[src/shared/adc_pkg.sv]
// package of constants and types for the converter sequencer
package adc_pkg;
    // ====================================================================
    // register map (byte addresses on the plain register port)
    localparam logic [1:0] ADDR_STATUS_CONTROL = 2'h0;
    localparam logic [1:0] ADDR_RESULT = 2'h1;
    localparam logic [1:0] ADDR_CLOCK_SELECT = 2'h2;

    // ====================================================================
    // status/control field positions
    localparam int DONE_BIT = 7;
    localparam int IRQ_EN_BIT = 6;
    localparam int CONT_BIT = 5;
    localparam int CHAN_MSB = 4;
    // clock select field positions
    localparam int PRESCALE_MSB = 7;
    localparam int PRESCALE_LSB = 5;
    localparam int SOURCE_BIT = 4;

    // ====================================================================
    // reset values
    localparam logic [4:0] CHAN_RESET = 5'h1F;
    localparam logic [2:0] PRESCALE_RESET = 3'h0;
    localparam logic SOURCE_RESET = 1'b0;

    // ====================================================================
    // channel codes
    localparam logic [4:0] CHAN_PORT_B_LAST = 5'h07;
    localparam logic [4:0] CHAN_PORT_D_FIRST = 5'h08;
    localparam logic [4:0] CHAN_PORT_D_LAST = 5'h0E;
    localparam logic [4:0] CHAN_RESERVED = 5'h1B;
    localparam logic [4:0] CHAN_REF_HIGH = 5'h1D;
    localparam logic [4:0] CHAN_REF_LOW = 5'h1E;
    localparam logic [4:0] CHAN_POWER_OFF = 5'h1F;
    localparam int CHANNELS_SMALL = 8;
    localparam int CHANNELS_FULL = 15;

    // ====================================================================
    // prescaler codes and divider terminal counts
    localparam logic [2:0] DIV1_CODE = 3'h0;
    localparam logic [2:0] DIV2_CODE = 3'h1;
    localparam logic [2:0] DIV4_CODE = 3'h2;
    localparam logic [2:0] DIV8_CODE = 3'h3;
    localparam logic [3:0] DIV1_LAST = 4'h0;
    localparam logic [3:0] DIV2_LAST = 4'h1;
    localparam logic [3:0] DIV4_LAST = 4'h3;
    localparam logic [3:0] DIV8_LAST = 4'h7;
    localparam logic [3:0] DIV16_LAST = 4'hF;

    // ====================================================================
    // conversion timing in converter clocks
    localparam logic [2:0] SAMPLE_LAST = 3'h6;
    localparam logic [7:0] TRIAL_FIRST = 8'h80;
    localparam logic [7:0] TRIAL_LAST = 8'h01;

    // ====================================================================
    // types
    typedef enum logic [1:0] {ST_IDLE, ST_SAMPLE, ST_CONVERT} conv_state_t;

    typedef struct packed {
        logic [1:0] addr;
        logic [7:0] wdata;
        logic wr;
        logic rd;
    } reg_req_t;

    typedef struct packed {
        logic power_on;
        logic [4:0] channel;
        logic sample;
        logic [7:0] trial_code;
    } analog_ctl_t;
endpackage

[src/hdl/adc_sequencer_control.sv]
// control, status and successive-approximation sequencer of the 8-bit converter
//
// Added by the designer: the register offsets and the address-and-strobe port.
`timescale 1ns/1ps
module adc_sequencer_control
    import adc_pkg::*;
#(
    parameter int CHANNELS = 15
)
(
    // clock and reset
    input wire logic mclk,
    input wire logic rst_n,
    // register port
    input wire adc_pkg::reg_req_t reg_req,
    output logic [7:0] reg_rdata,
    // clock source and low power modes
    input wire logic osc_tick,
    input wire logic wait_mode,
    input wire logic stop_mode,
    // analog multiplexer and comparator
    output adc_pkg::analog_ctl_t analog_ctl,
    input wire logic comparator_high,
    // port pin override
    output logic [7:0] port_b_adc_sel,
    output logic [6:0] port_d_adc_sel,
    // processor interrupt and wake
    output logic conv_irq,
    output logic wake_request
);
    import adc_pkg::*;

    // ====================================================================
    // functions

    // divider terminal count for a prescaler code
    function automatic logic [3:0] div_last(input logic [2:0] code);
        if (code == DIV1_CODE)
            return DIV1_LAST;
        else if (code == DIV2_CODE)
            return DIV2_LAST;
        else if (code == DIV4_CODE)
            return DIV4_LAST;
        else if (code == DIV8_CODE)
            return DIV8_LAST;
        else
            return DIV16_LAST;
    endfunction

    // one-hot pin select for a channel code, zero outside the range
    function automatic logic [7:0] pin_sel(input logic [4:0] chan, input logic [4:0] first,
                                           input logic [4:0] last);
        logic [4:0] idx;
        idx = 5'(chan - first);
        if (chan >= first && chan <= last)
            return 8'(8'h01 << idx[2:0]);
        else
            return 8'h00;
    endfunction

    // ====================================================================
    // declarations
    logic irq_enable_reg;
    logic continuous_reg;
    logic [4:0] channel_reg;
    logic conv_done_flag_reg;
    logic irq_pending_reg;
    logic first_pending_reg;
    logic [2:0] prescale_reg;
    logic source_reg;
    logic [7:0] result_reg;
    logic [7:0] sar_reg;
    logic [7:0] mask_reg;
    logic [2:0] step_reg;
    conv_state_t state_reg;
    logic [3:0] div_cnt_reg;
    logic go_reg;
    logic resume_reg;
    logic stop_d_reg;
    logic [7:0] rdata_reg;
    logic wr_status;
    logic wr_clock;
    logic rd_result;
    logic clear_evt;
    logic powered;
    logic in_tick;
    logic adc_tick;
    logic conv_done;
    logic stop_entry;
    logic stop_exit;
    logic [7:0] trial;

    // ====================================================================
    // register access decode
    always_comb
    begin
        wr_status = 1'b0;
        wr_clock = 1'b0;
        rd_result = 1'b0;
        if (reg_req.wr && reg_req.addr == ADDR_STATUS_CONTROL)
            wr_status = 1'b1;
        else if (reg_req.wr && reg_req.addr == ADDR_CLOCK_SELECT)
            wr_clock = 1'b1;
        else if (reg_req.rd && reg_req.addr == ADDR_RESULT)
            rd_result = 1'b1;
    end

    assign clear_evt = wr_status || rd_result;
    assign powered = (channel_reg != CHAN_POWER_OFF);
    assign stop_entry = stop_mode && !stop_d_reg;
    assign stop_exit = !stop_mode && stop_d_reg;
    // wait_mode is deliberately ignored: conversions carry on
    assign trial = sar_reg | mask_reg;

    // ====================================================================
    // control fields written by software
    always_ff @(posedge mclk or negedge rst_n)
    begin
        if (!rst_n)
        begin
            irq_enable_reg <= 1'b0;
            continuous_reg <= 1'b0;
            channel_reg <= CHAN_RESET;
        end
        else if (wr_status)
        begin
            irq_enable_reg <= reg_req.wdata[IRQ_EN_BIT];
            continuous_reg <= reg_req.wdata[CONT_BIT];
            channel_reg <= reg_req.wdata[CHAN_MSB:0];
        end
    end

    // clock select register
    always_ff @(posedge mclk or negedge rst_n)
    begin
        if (!rst_n)
        begin
            prescale_reg <= PRESCALE_RESET;
            source_reg <= SOURCE_RESET;
        end
        else if (wr_clock)
        begin
            prescale_reg <= reg_req.wdata[PRESCALE_MSB:PRESCALE_LSB];
            source_reg <= reg_req.wdata[SOURCE_BIT];
        end
    end

    // ====================================================================
    // converter clock: source select then prescaler
    assign in_tick = source_reg ? 1'b1 : osc_tick;
    assign adc_tick = in_tick && (div_cnt_reg == div_last(prescale_reg)) && powered && !stop_mode;

    always_ff @(posedge mclk or negedge rst_n)
    begin
        if (!rst_n)
            div_cnt_reg <= 4'h0;
        else if (!powered || stop_mode)
            div_cnt_reg <= 4'h0; // no converter clock while off
        else if (in_tick)
            div_cnt_reg <= (div_cnt_reg >= div_last(prescale_reg)) ? 4'h0 : 4'(div_cnt_reg + 4'h1);
    end

    // ====================================================================
    // stop mode tracking
    always_ff @(posedge mclk or negedge rst_n)
    begin
        if (!rst_n)
            stop_d_reg <= 1'b0;
        else
            stop_d_reg <= stop_mode;
    end

    // remember whether work was cut off by stop
    always_ff @(posedge mclk or negedge rst_n)
    begin
        if (!rst_n)
            resume_reg <= 1'b0;
        else if (stop_entry)
            resume_reg <= go_reg || continuous_reg || (state_reg != ST_IDLE);
        else if (stop_exit || wr_status)
            resume_reg <= 1'b0;
    end

    // ====================================================================
    // conversion request
    always_ff @(posedge mclk or negedge rst_n)
    begin
        if (!rst_n)
            go_reg <= 1'b0;
        else if (wr_status)
            go_reg <= (reg_req.wdata[CHAN_MSB:0] != CHAN_POWER_OFF);
        else if (stop_exit && resume_reg)
            go_reg <= 1'b1;
        else if (conv_done && continuous_reg)
            go_reg <= 1'b1;
        else if (state_reg == ST_IDLE && adc_tick)
            go_reg <= 1'b0;
    end

    // ====================================================================
    // successive-approximation sequencer
    assign conv_done = (state_reg == ST_CONVERT) && adc_tick && (mask_reg == TRIAL_LAST) && !wr_status;

    always_ff @(posedge mclk or negedge rst_n)
    begin
        if (!rst_n)
        begin
            state_reg <= ST_IDLE;
            step_reg <= 3'h0;
            sar_reg <= 8'h00;
            mask_reg <= 8'h00;
        end
        else if (stop_mode || wr_status || !powered)
        begin
            state_reg <= ST_IDLE;
            mask_reg <= 8'h00;
        end
        else if (adc_tick)
        begin
            case (state_reg)
                ST_IDLE:
                begin
                    // first converter clock opens the sample phase
                    if (go_reg)
                    begin
                        state_reg <= ST_SAMPLE;
                        step_reg <= 3'h0;
                        sar_reg <= 8'h00;
                    end
                end
                ST_SAMPLE:
                begin
                    if (step_reg == SAMPLE_LAST)
                    begin
                        state_reg <= ST_CONVERT;
                        mask_reg <= TRIAL_FIRST;
                    end
                    else
                        step_reg <= 3'(step_reg + 3'h1);
                end
                ST_CONVERT:
                begin
                    // keep the trial bit when the input is at or above it
                    if (comparator_high)
                        sar_reg <= trial;
                    mask_reg <= mask_reg >> 1;
                    if (mask_reg == TRIAL_LAST)
                        state_reg <= ST_IDLE;
                end
                default:
                    state_reg <= ST_IDLE;
            endcase
        end
    end

    // result register: last trial folded in at completion
    always_ff @(posedge mclk or negedge rst_n)
    begin
        if (!rst_n)
            result_reg <= 8'h00;
        else if (conv_done)
            result_reg <= comparator_high ? trial : sar_reg;
    end

    // ====================================================================
    // completion flag and interrupt request
    always_ff @(posedge mclk or negedge rst_n)
    begin
        if (!rst_n)
            first_pending_reg <= 1'b0;
        else if (wr_status)
            first_pending_reg <= 1'b1;
        else if (conv_done)
            first_pending_reg <= 1'b0;
    end

    // done flag: set wins over clear
    always_ff @(posedge mclk or negedge rst_n)
    begin
        if (!rst_n)
            conv_done_flag_reg <= 1'b0;
        else if (conv_done && !irq_enable_reg && (!continuous_reg || first_pending_reg))
            conv_done_flag_reg <= 1'b1;
        else if (clear_evt)
            conv_done_flag_reg <= 1'b0;
    end

    // interrupt request: set wins over clear
    always_ff @(posedge mclk or negedge rst_n)
    begin
        if (!rst_n)
            irq_pending_reg <= 1'b0;
        else if (conv_done && irq_enable_reg)
            irq_pending_reg <= 1'b1;
        else if (clear_evt)
            irq_pending_reg <= 1'b0;
    end

    assign conv_irq = irq_pending_reg;
    assign wake_request = irq_pending_reg;

    // ====================================================================
    // read data, one cycle after the strobe
    always_ff @(posedge mclk or negedge rst_n)
    begin
        if (!rst_n)
            rdata_reg <= 8'h00;
        else if (reg_req.rd)
        begin
            if (reg_req.addr == ADDR_STATUS_CONTROL)
                rdata_reg <= {conv_done_flag_reg, irq_enable_reg, continuous_reg, channel_reg};
            else if (reg_req.addr == ADDR_RESULT)
                rdata_reg <= result_reg;
            else if (reg_req.addr == ADDR_CLOCK_SELECT)
                rdata_reg <= {prescale_reg, source_reg, 4'h0};
            else
                rdata_reg <= 8'h00; // unmapped
        end
    end

    assign reg_rdata = rdata_reg;

    // ====================================================================
    // analog side and pin override
    always_comb
    begin
        analog_ctl.power_on = powered && !stop_mode;
        analog_ctl.channel = channel_reg;
        analog_ctl.sample = (state_reg == ST_SAMPLE);
        analog_ctl.trial_code = (state_reg == ST_CONVERT) ? trial : 8'h00;
    end

    // pins in use by the converter are forced to analog input
    always_comb
    begin
        logic [7:0] d_sel;
        d_sel = pin_sel(channel_reg, CHAN_PORT_D_FIRST, CHAN_PORT_D_LAST);
        port_b_adc_sel = pin_sel(channel_reg, 5'h00, CHAN_PORT_B_LAST);
        port_d_adc_sel = (CHANNELS > CHANNELS_SMALL) ? d_sel[6:0] : 7'h00;
    end

endmodule // adc_sequencer_control

[config.mk]
export PLATFORM = sky130hd
export DESIGN_NAME = adc_sequencer_control
export DESIGN_NICKNAME = d
export VERILOG_FILES = /design/src/shared/adc_pkg.sv /design/src/hdl/adc_sequencer_control.sv
export SDC_FILE = /design/constraint.sdc
export NUM_CORES = 1
export LEC_CHECK = 0
export BUFFER_PORTS_ARGS = -buffer_cell sky130_fd_sc_hd__buf_4
export CORE_UTILIZATION = 30
export DETAILED_ROUTE_END_ITERATION = 7
export RECOVER_POWER = 25
export SETUP_SLACK_MARGIN = 0.02
export SLEW_MARGIN = 20
export SYNTH_ARGS = -nofsm -noshare
export SYNTH_HDL_FRONTEND = slang
export SYNTH_SLANG_ARGS = --single-unit
[constraint.sdc]
create_clock -name mclk -period 2.3 [get_ports mclk]
set_input_delay 0.115 -clock mclk [delete_from_list [all_inputs] [get_ports mclk]]
set_output_delay 0.115 -clock mclk [all_outputs]
set_load 0.02 [all_outputs]
==> results.toml <==
[status]
outcome = "finished, final reports clean"

[yosys]
async_flop_share_pct = 100.0
syn-cell-area_um2 = 3014
syn_inst = 331
syn_area_per_cell_um2 = 9.106
synth_most_common_cell = "dfrtp_1"
synth_cell_types = 46
synth-edff-count = 0
post_synth_main_area_contributors = "dfrtp_1, a21oi_1, nor2_1"
yosysTopAreaCell = "dfrtp_1"
synth_top_area_share_pct = 44.00
yosys-top-cells-count = "dfrtp_1, nor2_1, a21oi_1"
yosys_most_used_dff = "dfrtp_1"
syn_nets = 356
synth_seq_cells = 58
ys_seq_area_share_pct = 48.36
ys_warn_count = 0

[floorplanning]
die_area_um2 = 10450
start_util_pct = 30.84
core_area_um2 = 9774
ios = 58
die_w_um = 102.2
die_h_um = 102.2
num_rows = 36

[final_layout]
final_layout_size_suffix_gt1_share_pct = 20.40
syn_to_final_growth_pct = 25.90
fin_nets = 423
n_fill_cell = 1021
fin_area_um2 = 3795
stdcell_count = 535
diodes = 0

[critical_path]
path_max_fanout = 4
path_class = "reg -> reg"
slowest_delay_ns = 0.40
critPathArrivalTime_ns = 2.41
path_cells = "or3_1 -> ha_1 -> nand2b_1 -> a221o_1 -> or3_1 -> o21ai_0"
critical_path_required_ns = 2.56
cpLargestDelayFamily = "simple AND/OR/NAND/NOR gates"
crit_path_start_kind = "flop"
slowest_stage = "dfrtp_1"
path_common_cell = "or3_1"
path_buf_inv = 0
end_kind = "flop"

[place]
port-buffer-count = 56
gp_congestion = 0.7806
place_area_um2 = 3577
dp_hpwl_mm = 5.201
dp.cells = 512

[pwr]
ir_drop_mv = 0.2309
leakage_nw = 1.773
swShare_pct = 29.74
power_mw = 2.620
power_frac_clock_pct = 35.0
seqPwrFrac_pct = 46.0
cellPowerDensity_nw_per_um2 = 690.3
combPwrFrac_pct = 19.0
p_switching_mw = 0.7790
intPower_mw = 1.841

[cts]
root_buffer = "clkbuf_8"
ctsHoldBuffers = 8
clk_latency_ns = 0.34
cts_sinks = 58
cts_tree = "done"
cts_buffer_depth = 2
clk_pin_slew_ns = 0.07
cts_buffers = 9
htreeDepth = 3
cts-resized-gates = 0
cts_setup_buffers = 0

[min_path]
min_path_type = "in -> reg"

[global_routing]
grt_pass1_vias = 2532
grt_use_total_pct = 15.81
antenna_found_initial = 0
grt-ovfl-total = 0
grt_max_degree = 59
grt_pass1_wl_mm = 12.57

[routing]
drt-total-wl_mm = 7.511
vias = 2625
drtIter0Drc = 93
drtAntennaViolNets = 0
drc = 0
firstDrtPassIters = 4
wire_per_inst_um = 14.04
vias_per_cell = 4.907

[timing]
worstMarginPinSlew_ns = 1.432
slew_headroom_pct = 4.501
finalMaxSlewViolations = 0
fin_skew_ns = 0.01060
setup_tns_ns = 0
final.period_utilization_pct = 93.19
fmax_mhz = 466.5
setup_violations = 0
min_period_ns = 2.143
hold_viol = 0
rsz0062_at_grt = "false"

[run]
cap_violations = 0
[placed cells by master (no fill, tap or decap), types with 9 or more instances in the layout]
cell type / instances
clkbuf_1: 14
a21oi_1: 43
mux2i_1: 9
nor2_1: 52
buf_4: 53
o21ai_0: 9
dfrtp_1: 53
clkbuf_8: 10
nand2_1: 38
inv_1: 13
[logic make-up (layout without fill, tap and decap cells)]
kind of cell / count (synthesis) / after routing / synth area share [%]
flops: 58 / 58 / 48.36
mux: 13 / 13 / 4.483
buf+inv: 31 / 102 / 4.898
xor+xnor: 1 / 1 / 0.2906
fa+ha+maj: 7 / 7 / 2.906
simple gates: 134 / 134 / 20.71
compound gates: 87 / 87 / 18.35
[power groups by stage]
stage | registers, mW | clock network [mW] | logic, mW
after floorplan | 1.23 | 0 | 0.291
after global placement | 1.22 | 0 | 0.493
after detailed placement | 1.22 | 0 | 0.506
after CTS | 1.21 | 0.937 | 0.518
after global routing | 1.22 | 0.984 | 0.563
final | 1.21 | 0.916 | 0.498
[per-stage QoR]
step | setup WS, ns | hold WS, ns | util, %
6_report | 0.1565 | 0.01597 | 38.82
5_1_grt | 0.02439 | 0.01436 | 38.82
4_1_cts | 0.1561 | 0.009048 | 39.31
3_5_place_dp | 0.1256 | 0.2325 | 36.60
3_3_place_gp | 0.1806 | 0.2266 | 36.60
2_1_floorplan | 0.1191 | -0.1806 | -
[final timing paths]
path                                       from  cells past startpoint  slack [ns]               to
worst max-delay path            prescale_reg[0]                      6        0.16   div_cnt_reg[3]
worst min-delay path                 reg_req[9]                      2        0.02  prescale_reg[2]
worst max register to register  prescale_reg[0]                      6        0.16   div_cnt_reg[3]
worst min register to register      step_reg[2]                      1        0.51      step_reg[2]
max in group asynchronous                 rst_n                      2        0.78     state_reg[1]
min in group asynchronous                 rst_n                      2        0.66       stop_d_reg
[cell type report]
class | instances | area, um2 | share of cell area, %
repair buffers | 74 | 528.0 | 13.91
multi-input cells | 242 | 1409 | 37.12
clock inverters | 3 | 40.04 | 1.055
inverters | 13 | 48.80 | 1.286
flip-flops and latches | 58 | 1458 | 38.41
well taps | 133 | 166.4 | 4.385
clock buffers | 12 | 145.1 | 3.825
[metal layers]
layer | vias to the layer above | part of all wire, % | track usage (%)
li1 | 1295 | - | -
met1 | 1243 | 49 | 21.59
met2 | 80 | 44 | 24.37
met3 | 7 | 6.1 | 3.352
met4 | 0 | 1.0 | 6.484
met5 | - | 0 | 0
[worst reg2reg max path, stage by stage, from the launching register on]
cell      delay, ns
dfrtp_1        0.40
or3_1          0.38
ha_1           0.30
nand2b_1       0.15
a221o_1        0.32
or3_1          0.36
o21ai_0        0.17
(Power assumes the default switching activity.)
